==> src/verilog/dmach_pkg.sv <==
// Package: register map, field layout, states and bus carriers of the DMA channel
package dmach_pkg;

    // ------------------------------------------------------------
    // Register offsets (byte addresses)
    // ------------------------------------------------------------
    localparam int          ADDR_W      = 8;
    localparam logic [7:0]  OFF_CTRL    = 8'h10;
    localparam logic [7:0]  OFF_FLAGS   = 8'h14;
    localparam logic [7:0]  OFF_MASK    = 8'h18;
    localparam logic [7:0]  OFF_CURSOR  = 8'h30;
    localparam logic [7:0]  OFF_LIMIT   = 8'h34;
    localparam logic [7:0]  OFF_DEVADDR = 8'h38;

    // ------------------------------------------------------------
    // Control word fields
    // ------------------------------------------------------------
    localparam int          SEL_LSB     = 9;
    localparam int          SEL_W       = 7;
    localparam int          DIR_BIT     = 8;
    localparam int          BUSY_BIT    = 5;
    localparam int          DONE_BIT    = 2;
    localparam int          REQ_BIT     = 1;
    localparam int          RUN_BIT     = 0;
    localparam int          BYPASS_BIT  = 19;
    localparam int          GO_BIT      = 24;

    // ------------------------------------------------------------
    // Flag and mask fields, reset values, step
    // ------------------------------------------------------------
    localparam int          FLAG_W      = 3;
    localparam int          FL_DONE     = 2;
    localparam int          FL_OVERRUN  = 1;
    localparam int          FL_FAULT    = 0;
    localparam int          NSLOT       = 128;
    localparam logic [31:0] RST_WORD    = 32'h0;
    localparam logic [31:0] PKT_STEP    = 32'h4;

    typedef enum logic [1:0] {
        DMACH_IDLE  = 2'b00,
        DMACH_READ  = 2'b01,
        DMACH_WRITE = 2'b11,
        DMACH_HAND  = 2'b10
    } dmach_state_t;

    typedef struct packed {
        logic               psel;
        logic               penable;
        logic               pwrite;
        logic [ADDR_W-1:0]  paddr;
        logic [31:0]        pwdata;
    } dmach_apb_req_t;

    typedef struct packed {
        logic               pready;
        logic               pslverr;
        logic [31:0]        prdata;
    } dmach_apb_rsp_t;

    typedef struct packed {
        logic               req;
        logic               we;
        logic [31:0]        addr;
        logic [31:0]        wdata;
    } dmach_ibus_req_t;

    typedef struct packed {
        logic               ack;
        logic               err;
        logic [31:0]        rdata;
    } dmach_ibus_rsp_t;

endpackage

==> src/verilog/dmach_flag.sv <==
// Sticky interrupt flag: hardware set wins over software clear
`timescale 1ns/1ns
module dmach_flag
(
    input  wire logic clk_i,
    input  wire logic rst_n_i,
    input  wire logic set_i,
    input  wire logic clr_i,
    output logic      flag_o
);

    typedef struct packed {
        logic flag;
    } dmach_flag_st_t;

    dmach_flag_st_t s;
    dmach_flag_st_t next_s;

    always_comb
    begin
        next_s = s;
        if (set_i)
        begin
            next_s.flag = 1'b1;
        end
        else if (clr_i)
        begin
            next_s.flag = 1'b0;
        end
    end

    always_ff @(posedge clk_i)
    begin
        if (!rst_n_i)
        begin
            s <= '0;
        end
        else
        begin
            s <= next_s;
        end
    end

    assign flag_o = s.flag;

endmodule

==> src/verilog/dmach_top.sv <==
// DMA channel: control/status word, interrupt flags, packet mover, APB slave
//
// Added by the designer: the APB interface to the registers.
`timescale 1ns/1ns
module dmach_top
(
    input  wire logic                              clk_i,
    input  wire logic                              rst_n_i,
    input  wire dmach_pkg::dmach_apb_req_t         apb_i,
    output dmach_pkg::dmach_apb_rsp_t              apb_o,
    input  wire logic [dmach_pkg::NSLOT-1:0]       fc_req_i,
    input  wire logic [dmach_pkg::NSLOT-1:0]       fc_term_i,
    output logic [dmach_pkg::NSLOT-1:0]            fc_ack_o,
    output dmach_pkg::dmach_ibus_req_t             ibus_o,
    input  wire dmach_pkg::dmach_ibus_rsp_t        ibus_i,
    output logic                                   irq_o
);

    // ------------------------------------------------------------
    // State
    // ------------------------------------------------------------
    typedef struct packed {
        logic [dmach_pkg::SEL_W-1:0]    sel;
        logic                           dir;
        logic                           run;
        logic                           bypass;
        logic                           go;
        logic [dmach_pkg::FLAG_W-1:0]   mask;
        logic [31:0]                    cursor;
        logic [31:0]                    limit;
        logic [31:0]                    devaddr;
        logic [31:0]                    data;
        dmach_pkg::dmach_state_t        st;
        dmach_pkg::dmach_ibus_req_t     bus;
        dmach_pkg::dmach_apb_rsp_t      apb;
        logic [dmach_pkg::NSLOT-1:0]    ack;
        logic                           irq;
    } dmach_st_t;

    dmach_st_t                      s;
    dmach_st_t                      next_s;
    logic [dmach_pkg::FLAG_W-1:0]   flags;
    logic [dmach_pkg::FLAG_W-1:0]   set_ev;
    logic [dmach_pkg::FLAG_W-1:0]   clr_ev;
    logic                           req_sel;
    logic                           term_sel;
    logic                           finished;
    logic                           busy;
    logic                           setup;
    logic                           wr_acc;
    logic [31:0]                    rd_word;
    logic                           rd_hit;
    logic [31:0]                    next_cursor;

    // ------------------------------------------------------------
    // Flow-control slot and status terms
    // ------------------------------------------------------------
    // Bypass blanks both request and terminate of the selected slot
    assign req_sel  = fc_req_i[s.sel] & ~s.bypass;
    assign term_sel = fc_term_i[s.sel] & ~s.bypass;
    assign finished = (s.cursor == s.limit);
    assign busy     = (s.st != dmach_pkg::DMACH_IDLE);
    assign setup    = apb_i.psel & ~apb_i.penable;
    assign wr_acc   = apb_i.psel & apb_i.penable & s.apb.pready & apb_i.pwrite;
    assign next_cursor = s.cursor + dmach_pkg::PKT_STEP;

    // ------------------------------------------------------------
    // Read decode
    // ------------------------------------------------------------
    always_comb
    begin
        rd_word = dmach_pkg::RST_WORD;
        rd_hit  = 1'b1;
        case (apb_i.paddr)
            dmach_pkg::OFF_CTRL:
            begin
                rd_word[dmach_pkg::SEL_LSB +: dmach_pkg::SEL_W] = s.sel;
                rd_word[dmach_pkg::DIR_BIT]    = s.dir;
                rd_word[dmach_pkg::BUSY_BIT]   = busy;
                rd_word[dmach_pkg::DONE_BIT]   = s.run & ~busy;
                rd_word[dmach_pkg::REQ_BIT]    = req_sel;
                rd_word[dmach_pkg::RUN_BIT]    = s.run;
                rd_word[dmach_pkg::BYPASS_BIT] = s.bypass;
                rd_word[dmach_pkg::GO_BIT]     = s.go;
            end
            dmach_pkg::OFF_FLAGS:
            begin
                rd_word[dmach_pkg::FLAG_W-1:0] = flags;
            end
            dmach_pkg::OFF_MASK:
            begin
                rd_word[dmach_pkg::FLAG_W-1:0] = s.mask;
            end
            dmach_pkg::OFF_CURSOR:
            begin
                rd_word = s.cursor;
            end
            dmach_pkg::OFF_LIMIT:
            begin
                rd_word = s.limit;
            end
            dmach_pkg::OFF_DEVADDR:
            begin
                rd_word = s.devaddr;
            end
            default:
            begin
                rd_hit = 1'b0;
            end
        endcase
    end

    // ------------------------------------------------------------
    // Next state
    // ------------------------------------------------------------
    always_comb
    begin
        next_s = s;
        set_ev = '0;
        clr_ev = '0;
        next_s.ack = '0;

        // APB slave: no wait state, answer prepared at setup
        next_s.apb.pready = setup;
        if (setup)
        begin
            next_s.apb.prdata  = apb_i.pwrite ? dmach_pkg::RST_WORD : rd_word;
            next_s.apb.pslverr = ~rd_hit;
        end
        else if (!apb_i.psel)
        begin
            next_s.apb.prdata  = dmach_pkg::RST_WORD;
            next_s.apb.pslverr = 1'b0;
        end

        if (wr_acc)
        begin
            case (apb_i.paddr)
                dmach_pkg::OFF_CTRL:
                begin
                    next_s.sel    = apb_i.pwdata[dmach_pkg::SEL_LSB +: dmach_pkg::SEL_W];
                    next_s.dir    = apb_i.pwdata[dmach_pkg::DIR_BIT];
                    next_s.run    = apb_i.pwdata[dmach_pkg::RUN_BIT];
                    next_s.bypass = apb_i.pwdata[dmach_pkg::BYPASS_BIT];
                    next_s.go     = apb_i.pwdata[dmach_pkg::GO_BIT];
                end
                dmach_pkg::OFF_FLAGS:
                begin
                    clr_ev = apb_i.pwdata[dmach_pkg::FLAG_W-1:0];
                end
                dmach_pkg::OFF_MASK:
                begin
                    next_s.mask = apb_i.pwdata[dmach_pkg::FLAG_W-1:0];
                end
                dmach_pkg::OFF_CURSOR:
                begin
                    next_s.cursor = apb_i.pwdata;
                end
                dmach_pkg::OFF_LIMIT:
                begin
                    next_s.limit = apb_i.pwdata;
                end
                dmach_pkg::OFF_DEVADDR:
                begin
                    next_s.devaddr = apb_i.pwdata;
                end
                default:
                begin
                    next_s.mask = s.mask;
                end
            endcase
        end

        // Packet mover
        case (s.st)
            dmach_pkg::DMACH_IDLE:
            begin
                if (!s.bypass)
                begin
                    if (s.run && req_sel)
                    begin
                        if (finished)
                        begin
                            set_ev[dmach_pkg::FL_OVERRUN] = 1'b1;
                        end
                        else
                        begin
                            next_s.st = dmach_pkg::DMACH_READ;
                        end
                    end
                end
                else if (s.go)
                begin
                    next_s.go = 1'b0;
                    if (!finished)
                    begin
                        next_s.st = dmach_pkg::DMACH_READ;
                    end
                end
                if (next_s.st == dmach_pkg::DMACH_READ)
                begin
                    next_s.bus.req  = 1'b1;
                    next_s.bus.we   = 1'b0;
                    next_s.bus.addr = s.dir ? s.cursor : s.devaddr;
                end
            end
            dmach_pkg::DMACH_READ:
            begin
                if (ibus_i.ack)
                begin
                    if (ibus_i.err)
                    begin
                        set_ev[dmach_pkg::FL_FAULT] = 1'b1;
                        next_s.bus.req = 1'b0;
                        next_s.st      = dmach_pkg::DMACH_IDLE;
                    end
                    else
                    begin
                        next_s.bus.we    = 1'b1;
                        next_s.bus.wdata = ibus_i.rdata;
                        next_s.bus.addr  = s.dir ? s.devaddr : s.cursor;
                        next_s.st        = dmach_pkg::DMACH_WRITE;
                    end
                end
            end
            dmach_pkg::DMACH_WRITE:
            begin
                if (ibus_i.ack)
                begin
                    next_s.bus.req = 1'b0;
                    next_s.bus.we  = 1'b0;
                    if (ibus_i.err)
                    begin
                        set_ev[dmach_pkg::FL_FAULT] = 1'b1;
                        next_s.st = dmach_pkg::DMACH_IDLE;
                    end
                    else
                    begin
                        next_s.cursor = next_cursor;
                        if (next_cursor == s.limit)
                        begin
                            set_ev[dmach_pkg::FL_DONE] = 1'b1;
                        end
                        if (!s.bypass)
                        begin
                            next_s.st = dmach_pkg::DMACH_HAND;
                        end
                        else if (next_cursor != s.limit)
                        begin
                            // Firmware mode runs on to the limit
                            next_s.bus.req  = 1'b1;
                            next_s.bus.addr = s.dir ? next_cursor : s.devaddr;
                            next_s.st       = dmach_pkg::DMACH_READ;
                        end
                        else
                        begin
                            next_s.st = dmach_pkg::DMACH_IDLE;
                        end
                    end
                end
            end
            dmach_pkg::DMACH_HAND:
            begin
                // One-cycle acknowledge to the selected master
                next_s.ack[s.sel] = 1'b1;
                next_s.st         = dmach_pkg::DMACH_IDLE;
                if (term_sel)
                begin
                    // Early stop by peripheral: channel halts, no completion
                    next_s.run = 1'b0;
                end
            end
            default:
            begin
                next_s.st      = dmach_pkg::DMACH_IDLE;
                next_s.bus.req = 1'b0;
            end
        endcase

        // Lags the flag flops by one cycle so irq_o stays a plain flop
        next_s.irq = |(flags & s.mask);
    end

    // ------------------------------------------------------------
    // Registers
    // ------------------------------------------------------------
    always_ff @(posedge clk_i)
    begin
        if (!rst_n_i)
        begin
            s <= '0;
        end
        else
        begin
            s <= next_s;
        end
    end

    // ------------------------------------------------------------
    // Sticky flags
    // ------------------------------------------------------------
    genvar gi;
    generate
        for (gi = 0; gi < dmach_pkg::FLAG_W; gi++)
        begin : g_flag
            dmach_flag u_flag
            (
                .clk_i   (clk_i),
                .rst_n_i (rst_n_i),
                .set_i   (set_ev[gi]),
                .clr_i   (clr_ev[gi]),
                .flag_o  (flags[gi])
            );
        end
    endgenerate

    assign apb_o    = s.apb;
    assign ibus_o   = s.bus;
    assign fc_ack_o = s.ack;
    assign irq_o    = s.irq;

endmodule
==> config.mk <==
export PLATFORM = sky130hd
export DESIGN_NAME = dmach_top
export DESIGN_NICKNAME = d
export VERILOG_FILES = /design/src/verilog/dmach_pkg.sv /design/src/verilog/dmach_flag.sv /design/src/verilog/dmach_top.sv
export SDC_FILE = /design/constraint.sdc
export NUM_CORES = 1
export LEC_CHECK = 0
export ABC_AREA = 1
export BUFFER_PORTS_ARGS = -buffer_cell sky130_fd_sc_hd__buf_2
export CORE_AREA = 2 2 220 222
export DETAILED_ROUTE_END_ITERATION = 16
export DIE_AREA = 0 0 222 224
export PLACE_DENSITY_LB_ADDON = 0.15
export SETUP_SLACK_MARGIN = 0.4
export SLEW_MARGIN = 40
export SYNTH_ARGS = -nofsm -noshare
export SYNTH_HDL_FRONTEND = slang
export SYNTH_SLANG_ARGS = --single-unit
==> constraint.sdc <==
create_clock -name clk_i -period 2.9 [get_ports clk_i]
set_input_delay 0.435 -clock clk_i [delete_from_list [all_inputs] [get_ports clk_i]]
set_output_delay 0.435 -clock clk_i [all_outputs]
set_load 0.01 [all_outputs]
==> flow_summary.yaml, run 1 <==
cts:
  clk_latency_ns: 0.56
  cts.clk_slew.worst_paths_ns: 0.06
  cts_sinks: 344
  clk_path_buf_depth: 3
  cts_max_level: 2
  clockRootBuffer: "clkbuf_16"
  cts_buffers: 39
  holdBufCountCts: 0
  cts_tree: "yes"
timing:
  layout_worst_path_cycle_share_pct: 90.4
  fin_worst_skew_ns: 0.0245
  setup_tns_ns: 0
  relSlewSlack_pct: 49.4
  tightest_slew_ns: 0.757
  rsz0062_at_grt: "true"
  maxSlewViolCount: 0
  finalSetupViolCount: 0
  fmax_mhz: 381
  fin_ws_ns: 0.278
  post-route-min-period_ns: 2.62
  finalHoldViolCount: 0
grt:
  grt_use_met3_pct: 7.00
  gr-total-overflow: 0
  grt_use_met2_pct: 50.4
  top_usage_layer: "met2"
  grt_pass1_wl_um: 116000
  grtUsageMet1_pct: 38.1
  grt_pass1_vias: 19500
  antenna_found_initial: 7
  grtUsageTotal_pct: 30.5
  grt_max_degree: 168
worst_setup_path:
  end_kind: "flop"
  cp-endpoint: "ibus_o[59]$_SDFFE_PN0P_"
  r2r_start: "s[338]$_SDFF_PN0_"
  worstPathArrival_ns: 3.06
  crit_path_start_kind: "flop"
  reg2reg_to: "ibus_o[59]$_SDFFE_PN0P_"
  path_buf_inv: 1
  crit_type: "reg -> reg"
  crit_slowest_cell: "dfxtp_1"
  reg2reg_depth: 15
  cpPeakStageDelay_ns: 0.40
  ff2ff_setup_slack_ns: 0.28
  path_max_fanout: 8
  crit_chain: "nand2_1 > nor2_1 > nand3_2 > nor2_2 > nand2_1 > xor2_1 > nor2_1 > nand3_1 > nor2_2 > nand3_2 > nand2_4 > nand2_8 > clkbuf_16 > a21oi_1 > nor2_1"
  cp_top_family: "simple AND/OR/NAND/NOR gates"
  required_ns: 3.34
  path_depth: 15
  crit_top_cell: "nor2_1"
  worstSetupStartpoint: "s[338]$_SDFF_PN0_"
logic_synthesis:
  synthTopCellsByArea: "dfxtp_1, nand2_1, buf_4, o21ai_0, nor2_1"
  syn_inst: 2916
  yosys.area_share.xor_xnor_pct: 2.42
  synth_compound_area_share_pct: 19.3
  synth_top_family_by_area: "simple AND/OR/NAND/NOR gates"
  synth.area.mux_share_pct: 0
  ys_types: 51
  yosysWarnings: 0
  yosysTopAreaCell: "dfxtp_1"
  ys_ff_latch: 344
  synth_nets: 3252
  synth.cell_area_sq_mm: 0.0196
  synthAdderAreaFrac_pct: 0.0639
  yosysTopAreaCellShare_pct: 35.2
  postSynthAreaPerCell_sq_um: 6.72
  yosys.area_share.simple_pct: 24.8
  ys_seq_area_share_pct: 35.2
pwr:
  netSwitchingFraction_pct: 23.4
  powerDensity_mw_per_mm2: 438
  cellLeakagePower_nw: 11.0
  p_clk_share_pct: 48.9
  p_sw_mw: 2.42
  comb_power_share_pct: 5.3
  p_int_mw: 7.89
  ir_drop_mv: 0.315
  seq_power_share_pct: 45.9
  power_mw: 10.3
drt:
  antenna_left: 0
  drc_errors: 0
  vias_per_cell: 5.24
  post_drt_wl_per_cell_um: 20.2
  drtIter0Drc: 1760
  first_pass_iters: 5
  vias: 20400
  routed_wl_um: 78800
floorplan:
  ios: 564
  die_w_um: 222
  die-area_sq_mm: 0.0497
  die_y_um: 224
  core_area_sq_mm: 0.0473
  start_util_pct: 41.4
  rows: 80
min_path:
  hp-class: "in -> reg"
finish:
  fin_cells: 3891
  drive_gt1_share_pct: 26.4
  layout.nets: 3575
  area_delta_synth_final_pct: 20.1
placement:
  post-dp-hpwl_um: 57500
  dp_cells: 3790
  place_ws_ns: 0.0247
  gp_congestion: 0.971
  port_buffers: 563
run:
  drv_cap: 0
run_status:
  status: "completed"
## cells in the final DEF, fill, tap and decap left out, drive strengths merged, types with 3 or more instances in the layout
master / synthesis / routed
nand2: 543 / 543
nor3: 15 / 15
clkinv: 7 / 18
xnor2: 16 / 16
nor2: 390 / 390
a211oi: 6 / 6
or2: 11 / 11
dfxtp: 344 / 344
bufbuf: 0 / 3
buf: 280 / 666
diode: 0 / 7
clkbuf: 110 / 52
inv: 298 / 302
nor4: 3 / 3
clkinvlp: 0 / 4
o21ai: 316 / 316
o21a: 48 / 48
xor2: 38 / 38
nand3: 143 / 143
o21bai: 3 / 3
nand4: 28 / 28
bufinv: 0 / 3
o22ai: 44 / 44
a41oi: 4 / 4
a21oi: 218 / 218
o211ai: 7 / 7
a221oi: 19 / 19
a22oi: 9 / 9
o221ai: 6 / 6
## synthesized netlist by cell type, drive strengths merged
cell type and number:
a221oi 19, or2 11, buf 280, nor4 3
dfxtp 344, a2111oi 1, nand3 143, o2111ai 2
clkinv 7, nor2 390, nor3 15, o21a 48
and3 1, nor4b 1, o21bai 3, a211oi 6
o211ai 7, o221ai 6, a22oi 9, nor3b 1
nand3b 2, o22ai 44, xor2 38, a21oi 218
a41oi 4, ha 1, nand2 543, clkbuf 110
inv 298, nand4 28, o311ai 1, o21ai 316
xnor2 16
## routing by layer
| metal | vias to the layer above | part of all wire (%) |
|---|---|---|
| met1 | 9539 | 42 |
| li1 | 9844 | - |
| met2 | 872 | 46 |
| met3 | 139 | 8.2 |
| met5 | - | 0 |
| met4 | 0 | 4.1 |
## area by class of cell
cell class                 count  area, sq um
multi-input combinational   1877         9360
tap                          615          769
timing repair buffer         672         4030
clock buffer                  49         1070
sequential                   344         6910
fill                        4880        23800
antenna                        7         17.5
inverter                     305         1150
clock inverter                22          223
## registers in the layout, summed over array words and instances, names as in the netlist
name and count:
apb_o 34, irq_o 1, ibus_o 66, g_flag.u_flag.flag_o 3, s 112, fc_ack_o 128
## power groups by stage
stage	clock, mW	sequential [mW]	combinational, mW
3_5_place_dp	0	4.83	0.532
6_report	5.03	4.73	0.543
3_3_place_gp	0	4.83	0.530
5_1_grt	5.31	4.72	0.592
4_1_cts	5.12	4.73	0.536
2_1_floorplan	0	4.83	0.185
## timing repair
action / CTS / global route
gates resized for setup: 34 / 42
endpoints found under the setup margin: 36 / 84
setup buffers: 4 / 11
cloned: 5 / 3
pin swaps: 11 / 17
## per-stage QoR
step	util (%)	hold slack (ns)	cell area, sq um
floorplan	-	0.439	19600
global placement	45.7	0.453	21600
detailed placement	45.7	0.454	21600
CTS	49.0	0.0845	23200
global route	49.7	0.104	23500
finish	49.7	0.106	23500
## worst register-to-register path: stages, from the launching register on
cell	delay, ns
dfxtp_1	0.40
nand2_1	0.14
nor2_1	0.25
nand3_2	0.20
nor2_2	0.15
nand2_1	0.10
xor2_1	0.16
nor2_1	0.09
nand3_1	0.12
nor2_2	0.18
nand3_2	0.13
nand2_4	0.11
nand2_8	0.11
clkbuf_16	0.20
a21oi_1	0.13
nor2_1	0.06
## logic make-up (layout without fill, tap and decap cells)
group,Yosys count,after routing
AO/OA/AOI/OAI,684,684
XOR/XNOR,54,54
adder cells (fa/ha/maj),1,1
buffers and inverters,695,1048
flip-flops,344,344
other,0,7
AND/OR/NAND/NOR,1138,1138
## how the worst min path moves through the flow
stage                            startpoint                 endpoint  depth (start not counted)
floorplan           ibus_o[64]$_SDFFE_PN0P_  ibus_o[64]$_SDFFE_PN0P_                          2
global placement     apb_o[24]$_SDFFE_PN0P_   apb_o[24]$_SDFFE_PN0P_                          2
finish                            ibus_i[1]   ibus_o[1]$_SDFFE_PN0P_                          3
global route                     ibus_i[27]  ibus_o[27]$_SDFFE_PN0P_                          3
detailed placement   apb_o[19]$_SDFFE_PN0P_   apb_o[19]$_SDFFE_PN0P_                          2
CTS                               ibus_i[9]   ibus_o[9]$_SDFFE_PN0P_                          3
No activity file was read; power rests on OpenSTA's default activity.
==> inputs of run 2 (changes only) <==
Settings changed: REMOVE_ABC_BUFFERS set to 1, TNS_END_PERCENT set to 50.
==> run 2 against run 1 <==
Critical path depth grew 3. Via count grew 3.3%. Sequential share of layout area shrank 0.78 points. Sequential cell count is the same. Maximum frequency grew 1.1%. Global-route usage grew 1.9 points. Sequential power is essentially flat. Setup slack gained 0.027 ns. Hold slack lost 0.0053 ns. Utilization grew 1.4 points. Clock power grew 8.5%. Die area is the same. Critical path type unchanged.
==> flow_summary.yaml, run 2 (synthesis gave the netlist of run 1 again) <==
worst_setup_path:
  end_kind: "flop"
  cp_top_family: "simple AND/OR/NAND/NOR gates"
  required_ns: 3.39
  crit_type: "reg -> reg"
  cpPeakStageDelay_ns: 0.39
  path_buf_inv: 3
  crit_slowest_cell: "dfxtp_2"
  path_max_fanout: 15
  crit_top_cell: "nor2_1"
  crit_path_start_kind: "flop"
  crit_chain: "nand2_1 > nor2_1 > buf_4 > nand2_4 > xor2_1 > inv_1 > nor2_1 > nand3_1 > nor2_1 > nand3_1 > nor2_2 > nand3_2 > nand2_4 > nand2_8 > buf_6 > nand3_2 > nand2_1 > nor2_1"
  worstPathArrival_ns: 3.08
finish:
  fin_util_pct: 51.1
  largest_reg_flops: 128
  stdcell_area_sq_mm: 0.0242
  layout_common_cells: "buf_2, nand2_1, nor2_1"
  drive_gt1_share_pct: 27.6
  n_fill_cell: 4779
  final_common_cell: "buf_2"
  layout.nets: 3612
  area_delta_synth_final_pct: 23.6
timing:
  post-route-min-period_ns: 2.59
  maxSlewViolCount: 0
  layout_worst_path_cycle_share_pct: 89.5
  fmax_mhz: 385
  rsz0062_at_grt: "true"
  finalSetupViolCount: 0
  fin_worst_skew_ns: 0.0341
  relSlewSlack_pct: 49.7
  tightest_slew_ns: 0.755
  finalHoldViolCount: 0
drt:
  routed_wl_um: 83600
  drtIter0Drc: 2010
  antenna_left: 0
  post_drt_wl_per_cell_um: 21.3
  vias: 21100
  vias_per_cell: 5.36
  first_pass_iters: 6
  drc_errors: 0
pwr:
  powerDensity_mw_per_mm2: 443
  cellLeakagePower_nw: 11.3
  power_mw: 10.7
  ir_drop_mv: 0.393
placement:
  gp_congestion: 0.969
  port_buffers: 563
  detailed_place.area_sq_mm: 0.0217
  post-dp-hpwl_um: 60900
cts:
  clockRootBuffer: "clkbuf_16"
  holdBufCountCts: 0
  cts_tree: "yes"
  cts_buffers: 39
  clk_latency_ns: 0.58
  clk_path_buf_depth: 3
  cts.clk_slew.worst_paths_ns: 0.07
  cts_max_level: 2
  cts_sinks: 344
floorplan:
  die_y_um: 224
  ios: 564
  rows: 80
  core_area_sq_mm: 0.0473
  die-area_sq_mm: 0.0497
  die_w_um: 222
  start_util_pct: 41.4
grt:
  grt_pass1_vias: 19900
  antenna_found_initial: 12
  grt_pass1_wl_um: 123000
  grt_max_degree: 168
  grtUsageTotal_pct: 32.4
  gr-total-overflow: 0
run_status:
  status: "completed"
run:
  drv_cap: 0
min_path:
  hp-class: "in -> reg"
-- run 2: power by group --
| part | internal [mW] | switching, mW |
|---|---|---|
| combinational | 0.243 | 0.308 |
| clock | 3.32 | 2.13 |
| sequential | 4.72 | 0.000923 |
-- run 2: per-stage QoR --
step                      setup slack (ns)  cells  hold WS, ns  TNS, ns
after floorplan                      -3.66   2526        0.444  -314.31
after global placement              0.0317   3806        0.452        0
after detailed placement            0.0476   3806        0.453        0
after CTS                            0.333   3907       0.0835        0
after global routing                 0.103   3926        0.104        0
final                                0.306   3930        0.100        0
-- run 2: worst min-delay path, cell delays in order --
cell and delay (ns):
buf_2 0.07, nor2_1 0.03, nor2_1 0.08
-- run 2: final timing paths --
kind | from | cells after the start | slack, ns | end
setup / recovery | s[334]$_SDFF_PN0_ | 18 | 0.31 | ibus_o[36]$_SDFFE_PN0P_
hold / removal | ibus_i[18] | 3 | 0.10 | ibus_o[18]$_SDFFE_PN0P_
setup reg to reg | s[334]$_SDFF_PN0_ | 18 | 0.31 | ibus_o[36]$_SDFFE_PN0P_
hold reg to reg | apb_o[7]$_SDFFE_PN0P_ | 2 | 0.46 | apb_o[7]$_SDFFE_PN0P_
-- run 2: what timing repair did --
item,CTS,global route
gates resized for setup,84,46
buffers inserted,19,8
endpoints found under the setup margin,35,37
pin swaps,21,29
cloned,13,4
-- run 2: layout make-up --
| type | instances | area (sq um) | area share, % |
|---|---|---|---|
| clock buffer | 54 | 1150 | 4.77 |
| timing repair buffer | 709 | 4540 | 18.7 |
| clock inverter | 15 | 249 | 1.03 |
| inverter | 305 | 1160 | 4.79 |
| antenna | 11 | 27.5 | 0.114 |
| tap | 615 | 769 | 3.18 |
| multi-input combinational | 1877 | 9400 | 38.8 |
| sequential | 344 | 6920 | 28.6 |
-- run 2: per-layer routing --
layer	vias to the layer above	share of wire [%]	GRT usage (%)
met2	1015	45	52.3
met4	2	2.9	11.0
met3	165	7.7	5.35
met5	-	0.014	0
li1	9937	-	-
met1	9958	44	43.8
